`src/logic/pio_pkg.sv`:
```
// Constants, types and register map for the parallel I/O port bank
package pio_pkg;

  // Bank geometry
  localparam int PIO_NPORTS = 8;         // Ports A..H
  localparam int PIO_PW = 8;             // Bits per port slot
  localparam int PIO_NPINS = PIO_NPORTS * PIO_PW;

  // Implemented pins, port A in the low byte; 54 in all (F and G/H narrow)
  localparam logic [63:0] PIO_IMPL_MASK = 64'h0F0F_3FFF_FFFF_FFFF;

  // Register indices; byte address is four times the index
  localparam logic [3:0] PIO_IDX_PORT_A_DATA = 4'h0;
  localparam logic [3:0] PIO_IDX_PORT_B_DATA = 4'h1;
  localparam logic [3:0] PIO_IDX_PORT_C_DATA = 4'h2;
  localparam logic [3:0] PIO_IDX_PORT_D_DATA = 4'h3;
  localparam logic [3:0] PIO_IDX_DIR_A = 4'h4;
  localparam logic [3:0] PIO_IDX_DIR_B = 4'h5;
  localparam logic [3:0] PIO_IDX_DIR_C = 4'h6;
  localparam logic [3:0] PIO_IDX_DIR_D = 4'h7;
  localparam logic [3:0] PIO_IDX_PORT_E_DATA = 4'h8;
  localparam logic [3:0] PIO_IDX_PORT_F_DATA = 4'h9;
  localparam logic [3:0] PIO_IDX_PORT_G_DATA = 4'hA;
  localparam logic [3:0] PIO_IDX_PORT_H_DATA = 4'hB;
  localparam logic [3:0] PIO_IDX_DIR_E = 4'hC;
  localparam logic [3:0] PIO_IDX_DIR_F = 4'hD;
  localparam logic [3:0] PIO_IDX_DIR_G = 4'hE;
  localparam logic [3:0] PIO_IDX_DIR_H = 4'hF;

  // Index fields: bit 2 selects direction, bits 3,1,0 give the port
  localparam int PIO_IDX_DIR_BIT = 2;
  localparam int PIO_IDX_HI_BIT = 3;

  // Bus decode
  localparam int PIO_AW = 12;            // Address bits decoded
  localparam int PIO_IDX_LSB = 2;        // Word aligned registers
  localparam int PIO_MAP_TOP = 6;        // Addresses at or above 0x40 unmapped

  // Reset values
  localparam logic [7:0] PIO_DIR_RST = 8'h00;
  localparam logic [63:0] PIO_PIN_RST = 64'h0000_0000_0000_0000;
  localparam logic [31:0] PIO_RDATA_RST = 32'h0000_0000;

  // Bus handshake states, one-hot
  typedef enum logic [1:0] {
    PIO_ST_IDLE = 2'b01,
    PIO_ST_RESP = 2'b10
  } pio_state_t;

  // One bus request as seen by the slave
  typedef struct packed {
    logic sel;
    logic en;
    logic wr;
    logic [PIO_AW-1:0] addr;
    logic [31:0] wdata;
  } pio_req_t;

  // Decoded register target
  typedef struct packed {
    logic ok;
    logic is_dir;
    logic [2:0] port;
  } pio_tgt_t;

endpackage

```
`src/logic/pio_port_bank.sv`:
```
// Parallel I/O port bank: eight ports of data latches and direction bits
// Operation
// - 54 pins, each individually input or output
// - Sixteen registers decoded at indices 0x0..0xF
// - Eight writable data latches per full port
// - Reset leaves data latches untouched
// - Direction 1 drives latch, 0 floats pin
// - Reset clears every direction bit
// - Output bits read back the latch
// - Input bits read the sampled pin
// - Data writes always update latches
// - Port B mirrors port A behaviour
// - Port F bits 7 and 6 read zero
`timescale 1ns/10ps
module pio_port_bank
  import pio_pkg::*;
#(
  parameter logic [63:0] IMPL_MASK = PIO_IMPL_MASK  // Implemented pins
) (
  input wire logic pclk,
  input wire logic presetn,
  input wire logic psel,
  input wire logic penable,
  input wire logic pwrite,
  input wire logic [PIO_AW-1:0] paddr,
  input wire logic [31:0] pwdata,
  output logic [31:0] prdata,
  output logic pready,
  output logic pslverr,
  input wire logic [PIO_NPINS-1:0] pin_in,
  output logic [PIO_NPINS-1:0] pin_out,
  output logic [PIO_NPINS-1:0] pin_oe
);

  // Split an index into port number and register kind
  // Index bit 2 picks direction over data; bits 3,1,0 name the port,
  // so the two halves of the map land on ports A..D and E..H
  function automatic pio_tgt_t pio_decode(input logic [PIO_AW-1:0] a);
    pio_tgt_t t;
    t.ok = (a[PIO_AW-1:PIO_MAP_TOP] == '0) && (a[PIO_IDX_LSB-1:0] == '0);
    t.is_dir = a[PIO_IDX_LSB + PIO_IDX_DIR_BIT];
    t.port = {a[PIO_IDX_LSB + PIO_IDX_HI_BIT], a[PIO_IDX_LSB +: 2]};
    return t;
  endfunction

  // Bus request bundle
  pio_req_t req;
  assign req = '{sel: psel, en: penable, wr: pwrite, addr: paddr,
                 wdata: pwdata};

  // Handshake state and registered outputs
  pio_state_t state_r, state_nxt;
  logic pready_r, pready_nxt;
  logic pslverr_r, pslverr_nxt;
  logic [31:0] prdata_r, prdata_nxt;

  // Port storage; latches deliberately have no reset, so software must
  // load them before turning a pin around or the pad shows an unknown
  // One bit per pad slot, port A in the low byte
  logic [PIO_NPINS-1:0] lat_r, lat_nxt;
  // Direction bits, 1 drives the pad
  logic [PIO_NPINS-1:0] dir_r, dir_nxt;

  // Pin synchroniser, two stages; reads see the pad two edges late
  // First stage may go metastable and is read by the second alone
  logic [PIO_NPINS-1:0] pin_s1_r;
  // Settled pad levels
  logic [PIO_NPINS-1:0] pin_s2_r;

  // Decode of the current request
  pio_tgt_t tgt;
  assign tgt = pio_decode(req.addr);

  // Access phase of any transfer
  wire access_w = req.sel & req.en;
  // Write or read completes only at the edge where pready is high
  wire done_w = access_w & pready_r;
  wire wr_go_w = done_w & req.wr & tgt.ok;
  wire wr_dat_w = wr_go_w & ~tgt.is_dir;
  wire wr_dir_w = wr_go_w & tgt.is_dir;

  // Slot of the addressed port and its implemented bits
  // Eight bits per slot even for narrow ports; missing bits mask off
  wire [5:0] slot_w = {tgt.port, 3'b000};
  wire [7:0] mask_w = IMPL_MASK[slot_w +: 8];
  wire [7:0] lat_b_w = lat_r[slot_w +: 8];
  wire [7:0] dir_b_w = dir_r[slot_w +: 8];
  wire [7:0] pin_b_w = pin_s2_r[slot_w +: 8];

  // Per-bit read selection: latch for outputs, pin level for inputs
  wire [7:0] dat_rd_w = ((lat_b_w & dir_b_w)
                        | (pin_b_w & ~dir_b_w))
                        & mask_w;
  // Direction reads return the stored bits of implemented pins
  wire [7:0] reg_rd_w = tgt.is_dir ? (dir_b_w & mask_w) : dat_rd_w;

  // Write data limited to implemented bits of the slot
  wire [7:0] wbyte_w = req.wdata[7:0] & mask_w;

  // Handshake: one wait state, then a single-cycle ready
  // The wait state lets read data come from a flop, so prdata
  // never carries a combinational path from the pads
  always_comb begin
    state_nxt = state_r;
    pready_nxt = 1'b0;
    pslverr_nxt = 1'b0;
    prdata_nxt = prdata_r;
    case (state_r)
      PIO_ST_IDLE: begin
        if (access_w) begin
          // Answer is captured now and presented next cycle
          state_nxt = PIO_ST_RESP;
          pready_nxt = 1'b1;
          pslverr_nxt = ~tgt.ok;
          prdata_nxt = (tgt.ok && !req.wr) ? {24'h00_0000, reg_rd_w}
                                           : PIO_RDATA_RST;
        end
      end
      PIO_ST_RESP: begin
        // Master releases access phase after this edge
        state_nxt = PIO_ST_IDLE;
      end
      default: begin
        // Unused code: fall back to idle
        state_nxt = PIO_ST_IDLE;
      end
    endcase
  end

  // Latch and direction next values; one slot changes per write
  always_comb begin
    lat_nxt = lat_r;
    dir_nxt = dir_r;
    if (wr_dat_w) begin
      // Latch updates even for pins set as inputs
      lat_nxt[slot_w +: 8] = wbyte_w;
    end
    if (wr_dir_w) begin
      // Turning a pin around takes effect on the next edge
      dir_nxt[slot_w +: 8] = wbyte_w;
    end
  end

  // Bus state and response registers
  // Reset drops any half-done transfer; the master must restart it
  always_ff @(posedge pclk or negedge presetn) begin
    if (!presetn) begin
      state_r <= PIO_ST_IDLE;
      pready_r <= 1'b0;
      pslverr_r <= 1'b0;
      prdata_r <= PIO_RDATA_RST;
    end else begin
      state_r <= state_nxt;
      pready_r <= pready_nxt;
      pslverr_r <= pslverr_nxt;
      prdata_r <= prdata_nxt;
    end
  end

  // Direction bits return to all inputs on reset
  // Every pad floats while reset is held
  always_ff @(posedge pclk or negedge presetn) begin
    if (!presetn) begin
      dir_r <= {PIO_NPORTS{PIO_DIR_RST}};
    end else begin
      dir_r <= dir_nxt;
    end
  end

  // Data latches keep their contents across reset
  // No reset branch: a reset must not disturb the stored levels
  always_ff @(posedge pclk) begin
    lat_r <= lat_nxt;
  end

  // Pins are asynchronous to pclk; two flops before any use
  always_ff @(posedge pclk or negedge presetn) begin
    if (!presetn) begin
      pin_s1_r <= PIO_PIN_RST;
      pin_s2_r <= PIO_PIN_RST;
    end else begin
      pin_s1_r <= pin_in;
      pin_s2_r <= pin_s1_r;
    end
  end

  // Output buffers follow direction; latch presented on pin_out except in reset, which drives pin_out to zero
  // Built from the next values so the pads move on the same edge as
  // the registers, with no extra cycle of lag
  always_ff @(posedge pclk or negedge presetn) begin
    if (!presetn) begin
      pin_oe <= PIO_PIN_RST;
      pin_out <= PIO_PIN_RST;
    end else begin
      pin_oe <= dir_nxt & IMPL_MASK;
      pin_out <= lat_nxt & IMPL_MASK;
    end
  end

  // Bus outputs straight from flops
  assign pready = pready_r;
  assign pslverr = pslverr_r;
  assign prdata = prdata_r;
endmodule

```
`config.mk`:
```
export PLATFORM = sky130hd
export DESIGN_NAME = pio_port_bank
export DESIGN_NICKNAME = d
export VERILOG_FILES = /design/src/logic/pio_pkg.sv /design/src/logic/pio_port_bank.sv
export SDC_FILE = /design/constraint.sdc
export NUM_CORES = 1
export LEC_CHECK = 0
export ABC_AREA = 0
export CAP_MARGIN = 20
export CORE_MARGIN = 2
export CORE_UTILIZATION = 50
export DETAILED_ROUTE_END_ITERATION = 8
export DONT_BUFFER_PORTS = 1
export PLACE_DENSITY = 0.72
export SLEW_MARGIN = 10
export SYNTH_ARGS = -nofsm -noshare
export SYNTH_HDL_FRONTEND = slang
export SYNTH_SLANG_ARGS = --single-unit
```
`constraint.sdc`:
```
create_clock -name pclk -period 2.3 [get_ports pclk]
set_clock_uncertainty 0.05 [all_clocks]
set_input_delay 0.345 -clock pclk [delete_from_list [all_inputs] [get_ports pclk]]
set_output_delay 0.345 -clock pclk [all_outputs]
set_load 0.01 [all_outputs]
```
==> results of run 1 <==
==> worst max-delay path, delay by kind of cell, from the launching register on <==
kind	cells	cell delay (ns)
AND/OR/NAND/NOR	3	0.94
buffers and inverters	1	0.17
multiplexers	1	0.36
flip-flops	1	0.36
==> power breakdown <==
part,internal [mW],switching (mW)
clock,3.02,2.09
sequential,5.79,0.0347
combinational,0.204,0.186
==> stage by stage <==
step | utilization (%) | TNS, ns | setup WS, ns
6_report | 60.1 | 0 | 0.286
2_1_floorplan | - | -39.73 | -0.511
3_3_place_gp | 52.8 | -13.85 | -0.193
5_1_grt | 60.1 | 0 | 0.199
3_5_place_dp | 52.8 | -17.28 | -0.227
4_1_cts | 60.1 | 0 | 0.268
==> per-layer routing <==
layer	vias up	global-route usage [%]
met2	243	35.6
li1	2642	-
met3	64	6.62
met5	-	0
met1	3128	28.0
met4	0	7.85
==> cell usage after synthesis (all sizes together), types with 2 or more instances <==
cell type,count
nor2b,3
nand3,7
ha,4
nand2,26
clkbuf,20
o211ai,3
nand3b,2
edfxtp,10
nand4b,3
mux2,133
mux2i,4
nor3,4
dfxtp,54
o2111ai,4
nor4,4
and2,3
or4,8
nor2,19
buf,111
or2,3
a21o,4
dfrtp,257
or3,2
mux4,48
nand4,4
inv,11
o311ai,5
==> sequential cells by signal, summed over array words and instances (netlist names) <==
register,count
state_r,2
pin_s1_r,64
dir_r,10
pin_out,54
pready,1
pin_oe,54
lat_r,64
pslverr,1
prdata,8
pin_s2_r,64
==> worst max path at each step <==
stage | from | endpoint | slack (ns)
after floorplan | paddr[3] | pin_out[10] | -0.51
after global placement | paddr[1] | pin_out[33] | -0.19
after detailed placement | paddr[1] | pin_out[39] | -0.23
after CTS | pready | pin_out[15] | 0.27
after global routing | pready | pin_out[14] | 0.20
final | pready | pin_out[14] | 0.29
==> cell families (layout without fill, tap and decap cells) <==
family / count (synthesis) / after routing / share of synthesized area [%]
buf+inv: 142 / 172 / 7.61
compound gates: 18 / 18 / 1.19
flops: 322 / 322 / 64.8
simple gates: 89 / 89 / 4.06
fa+ha+maj: 4 / 4 / 0.414
other cells: 1 / 44 / 0.0310
mux: 185 / 185 / 21.9
==> cell type report <==
class	count	area share [%]
Clock inverter	12	1.06
Clock buffer	45	6.26
Sequential cell	322	55.2
Multi-Input combinational cell	340	26.6
Inverter	11	0.379
Tap cell	319	2.81
Timing Repair Buffer	104	7.70
==> results_dict.tcl, run 1 <==
set metrics [dict create \
    dp_hpwl_mm 17.5 \
    netlist_area_sq_mm 0.0121 \
    vdd_drop_max_v 0.000664 \
    required_ns 2.67 \
    fin_crit_ns 2.01 \
    r2r_setup_slack_ns 0.29 \
    syn_inst 761 \
    postSynthAreaPerCell_sq_um 15.9 \
    synth_top_area_share_pct 53.2 \
    cts_root_buf "clkbuf_16" \
    async_reset_ff_share_pct 80.1 \
    initial_utilization_pct 51.2 \
    seqCellArea_sq_mm 0.00784 \
    hold_path_class "in2async" \
    slowest_stage "or4_4" \
    grt_pass1_vias 6693 \
    drive_gt1_share_pct 35.1 \
    worstMarginPinSlew_ns 0.999 \
    multi_input_area_sq_mm 0.00377 \
    dieWidth_um 160 \
    diodes 0 \
    r2r-start "pready" \
    cts.clk_slew.worst_paths_ns 0.06 \
    critPathMaxStageDelay_ns 0.54 \
    wl_met3_mm 2.18 \
    fin_cells 1153 \
    htree_levels 1 \
    synthDistinctLibCells 40 \
    drcViolationCount 0 \
    fin_nets 927 \
    ff2ff_path_depth 5 \
    reg2reg_to "pin_out[14]" \
    cts_tree "yes" \
    drt_iter0_markers 379 \
    setup_viol 0 \
    ys.flop_type "dfrtp_1" \
    p_leak_nw 6.42 \
    critPathArrivalTime_ns 2.39 \
    grt_pass1_wl_mm 42.1 \
    period_share_pct 87.5 \
    die_height_um 160 \
    routed_via_density 5.27 \
    via_count 6077 \
    ys_ff_latch 322 \
    post_cts_buffers 0 \
    antenna_found_initial 0 \
    critical_path_class "reg2reg" \
    die_area_sq_mm 0.0255 \
    fmax_mhz 497 \
    slew_headroom_pct 33.2 \
    cts_resized 0 \
    synth_edf_count 10 \
    insertion_delay_ns 0.55 \
    synth.largest_area_cell "dfrtp_1" \
    total_power_mw 11.3 \
    violations "negative hold slack" \
    crit_chain "nand4_1 > or4_4 > nor3_4 > buf_12 > mux2_2" \
    yosysSeqAreaShare_pct 64.8 \
    critPathMaxFanout 8 \
    synth_warnings 0 \
    status "finished with violations" \
    globalplace.congestion 0.849 \
    hold_viol 258 \
    hold_slack_ns -0.559 \
    core_area_sq_mm 0.0236 \
    port_buffers 0 \
    mostFrequentLayoutCell "dfrtp_1" \
    startpoint_type "flip-flop" \
    wl_per_cell_um 23.6 \
    fin_area_sq_mm 0.0142 \
    fill_cells 1715 \
    routed-wl-met2_mm 13.4 \
    cts_sinks 322 \
    synthTopCellsByArea "dfrtp_1, mux2_2, dfxtp_1, mux4_2, buf_4" \
    wirelength_met1_mm 10.7 \
    wirelength_mm 27.2 \
    top_layer "met4" \
    final_cell_mix "dfrtp_1, mux2_2, dlygate4sd3_1, mux2_4, dfxtp_1" \
    p_per_area_mw_per_mm2 798 \
    cts_buffers 31 \
    grt_setup_unrepaired "no" \
    overflow 0 \
    ctsLongestPathBuffers 3 \
    globalRouteTotalUtil_pct 21.9 \
    io_pins 275 \
    ant_nets 0 \
    end_kind "flip-flop" \
    dpl-instance-area_sq_mm 0.0125 \
    maxCapViolCount 0 \
    place_inst 1026 \
    area_growth_pct 17.4 \
    postCtsHoldBufs 70 \
    slew_violations 0 \
    placement_rows 56 \
    dr.pass1.iters 4 \
    grt_start_max_net_pins 259 \
]
Note: power is estimated with default switching activity, not from simulation.
==> inputs of run 2 (changes only) <==
--- a/config.mk
+++ b/config.mk
@@ -9,6 +9,8 @@
 export CAP_MARGIN = 20
 export CORE_MARGIN = 2
 export CORE_UTILIZATION = 50
+export CTS_BUF_LIST = sky130_fd_sc_hd__clkbuf_8 sky130_fd_sc_hd__clkbuf_16
+export CTS_CLUSTER_SIZE = 30
 export DETAILED_ROUTE_END_ITERATION = 8
 export DONT_BUFFER_PORTS = 1
 export PLACE_DENSITY = 0.72
==> results_dict.tcl, run 2 (same netlist as run 1, synthesis figures left out) <==
set metrics [dict create \
    cts_buffers 31 \
    slowest_stage "or4_4" \
    cts_resized 0 \
    die_height_um 160 \
    hold_path_class "in2async" \
    cts_tree "yes" \
    top_layer "met4" \
    post_cts_buffers 0 \
    vdd_drop_max_v 0.000647 \
    drive_gt1_share_pct 35.1 \
    r2r-start "pready" \
    top_regs "lat_r: 64 flops, pin_s1_r: 64 flops, pin_s2_r: 64 flops" \
    status "finished with violations" \
    placement_rows 56 \
    io_pins 275 \
    fmax_mhz 496 \
    port_buffers 0 \
    ctsLongestPathBuffers 3 \
    mostFrequentLayoutCell "dfrtp_1" \
    required_ns 2.67 \
    via_count 6100 \
    postCtsHoldBufs 70 \
    grt_pass1_wl_mm 42.1 \
    critical_path_class "reg2reg" \
    globalplace.congestion 0.849 \
    dieWidth_um 160 \
    grt_start_max_net_pins 259 \
    overflow 0 \
    end_kind "flip-flop" \
    htree_levels 1 \
    reg2reg_to "pin_out[14]" \
    slew_headroom_pct 33.7 \
    r2r_setup_slack_ns 0.29 \
    grt_setup_unrepaired "no" \
    critPathMaxFanout 8 \
    crit_chain "nand4_1 > or4_4 > nor3_4 > buf_12 > mux2_2" \
    critPathArrivalTime_ns 2.39 \
    p_per_area_mw_per_mm2 795 \
    fin_nets 927 \
    diodes 0 \
    dp_hpwl_mm 17.5 \
    insertion_delay_ns 0.55 \
    dpl-instance-area_sq_mm 0.0125 \
    p_leak_nw 6.45 \
    maxCapViolCount 0 \
    grt_pass1_vias 6688 \
    utilization_pct 60.1 \
    wl_met3_mm 2.20 \
    wirelength_mm 27.2 \
    slew_violations 0 \
    ff2ff_path_depth 5 \
    cts.clk_slew.worst_paths_ns 0.06 \
    fill_cells 1715 \
    fin_area_sq_mm 0.0142 \
    drcViolationCount 0 \
    multi_input_area_sq_mm 0.00377 \
    final_cell_mix "dfrtp_1, mux2_2, dlygate4sd3_1, mux2_4, dfxtp_1" \
    fin_crit_ns 2.01 \
    initial_utilization_pct 51.2 \
    wirelength_met1_mm 10.7 \
    cts_root_buf "clkbuf_16" \
    setup_viol 0 \
    tns_ns 0 \
    drt_iter0_markers 395 \
    worstMarginPinSlew_ns 0.992 \
    violations "negative hold slack" \
    startpoint_type "flip-flop" \
    globalRouteTotalUtil_pct 21.9 \
    antenna_found_initial 0 \
    seqCellArea_sq_mm 0.00784 \
    cts_sinks 322 \
    dr.pass1.iters 6 \
    wl_per_cell_um 23.6 \
    hold_slack_ns -0.559 \
    hold_viol 258 \
    routed-wl-met2_mm 13.4 \
    critPathMaxStageDelay_ns 0.54 \
    period_share_pct 87.6 \
    area_growth_pct 17.4 \
    core_area_sq_mm 0.0236 \
    ant_nets 0 \
    die_area_sq_mm 0.0255 \
    routed_via_density 5.29 \
]
run 2: changes by cell type in the layout (fill, tap and decap cells not counted), sizes merged:
cell    delta
clkbuf     -8
inv        +8
run 2: worst max-delay path by stage:
stage / from / endpoint / slack [ns] / cells after the start
after floorplan: paddr[3] / pin_out[10] / -0.51 / 11
after global placement: paddr[1] / pin_out[33] / -0.19 / 6
after detailed placement: paddr[1] / pin_out[39] / -0.23 / 6
after CTS: pready / pin_out[15] / 0.27 / 5
after global routing: pready / pin_out[14] / 0.20 / 5
final: pready / pin_out[14] / 0.29 / 5
run 2: layout make-up:
cell class	count	share of cell area (%)
Timing Repair Buffer	104	7.70
Clock buffer	37	6.05
Clock inverter	20	1.27
Sequential cell	322	55.2
Multi-Input combinational cell	340	26.6
Inverter	11	0.379
Tap cell	319	2.81
run 2: per-stage QoR:
stage	worst slack [ns]	total power [mW]	std cells
after floorplan	-0.511	6.25	804
after global placement	-0.193	6.19	1026
after detailed placement	-0.227	6.20	1026
after CTS	0.268	11.4	1153
after global routing	0.199	11.7	1153
final	0.286	11.3	1153
run 2: routing by layer:
metal	vias up	track usage [%]
met5	-	0
met4	0	7.85
met3	60	6.59
met2	262	35.5
met1	3136	28.0
li1	2642	-
run 2: worst max-delay path, delay by kind of cell (launching register included):
kind | cells | cell delay, ns
and+or+nand+nor | 3 | 0.94
DFF | 1 | 0.36
muxes | 1 | 0.36
buffers and inverters | 1 | 0.17
run 2: report_power, final:
group / switching (mW) / leakage [nW] / internal (mW) / total, mW
Clock: 2.09 / 0.540 / 2.98 / 5.08
Sequential: 0.0346 / 3.85 / 5.79 / 5.83
Combinational: 0.185 / 2.06 / 0.204 / 0.389
Total: 2.31 / 6.45 / 8.98 / 11.3
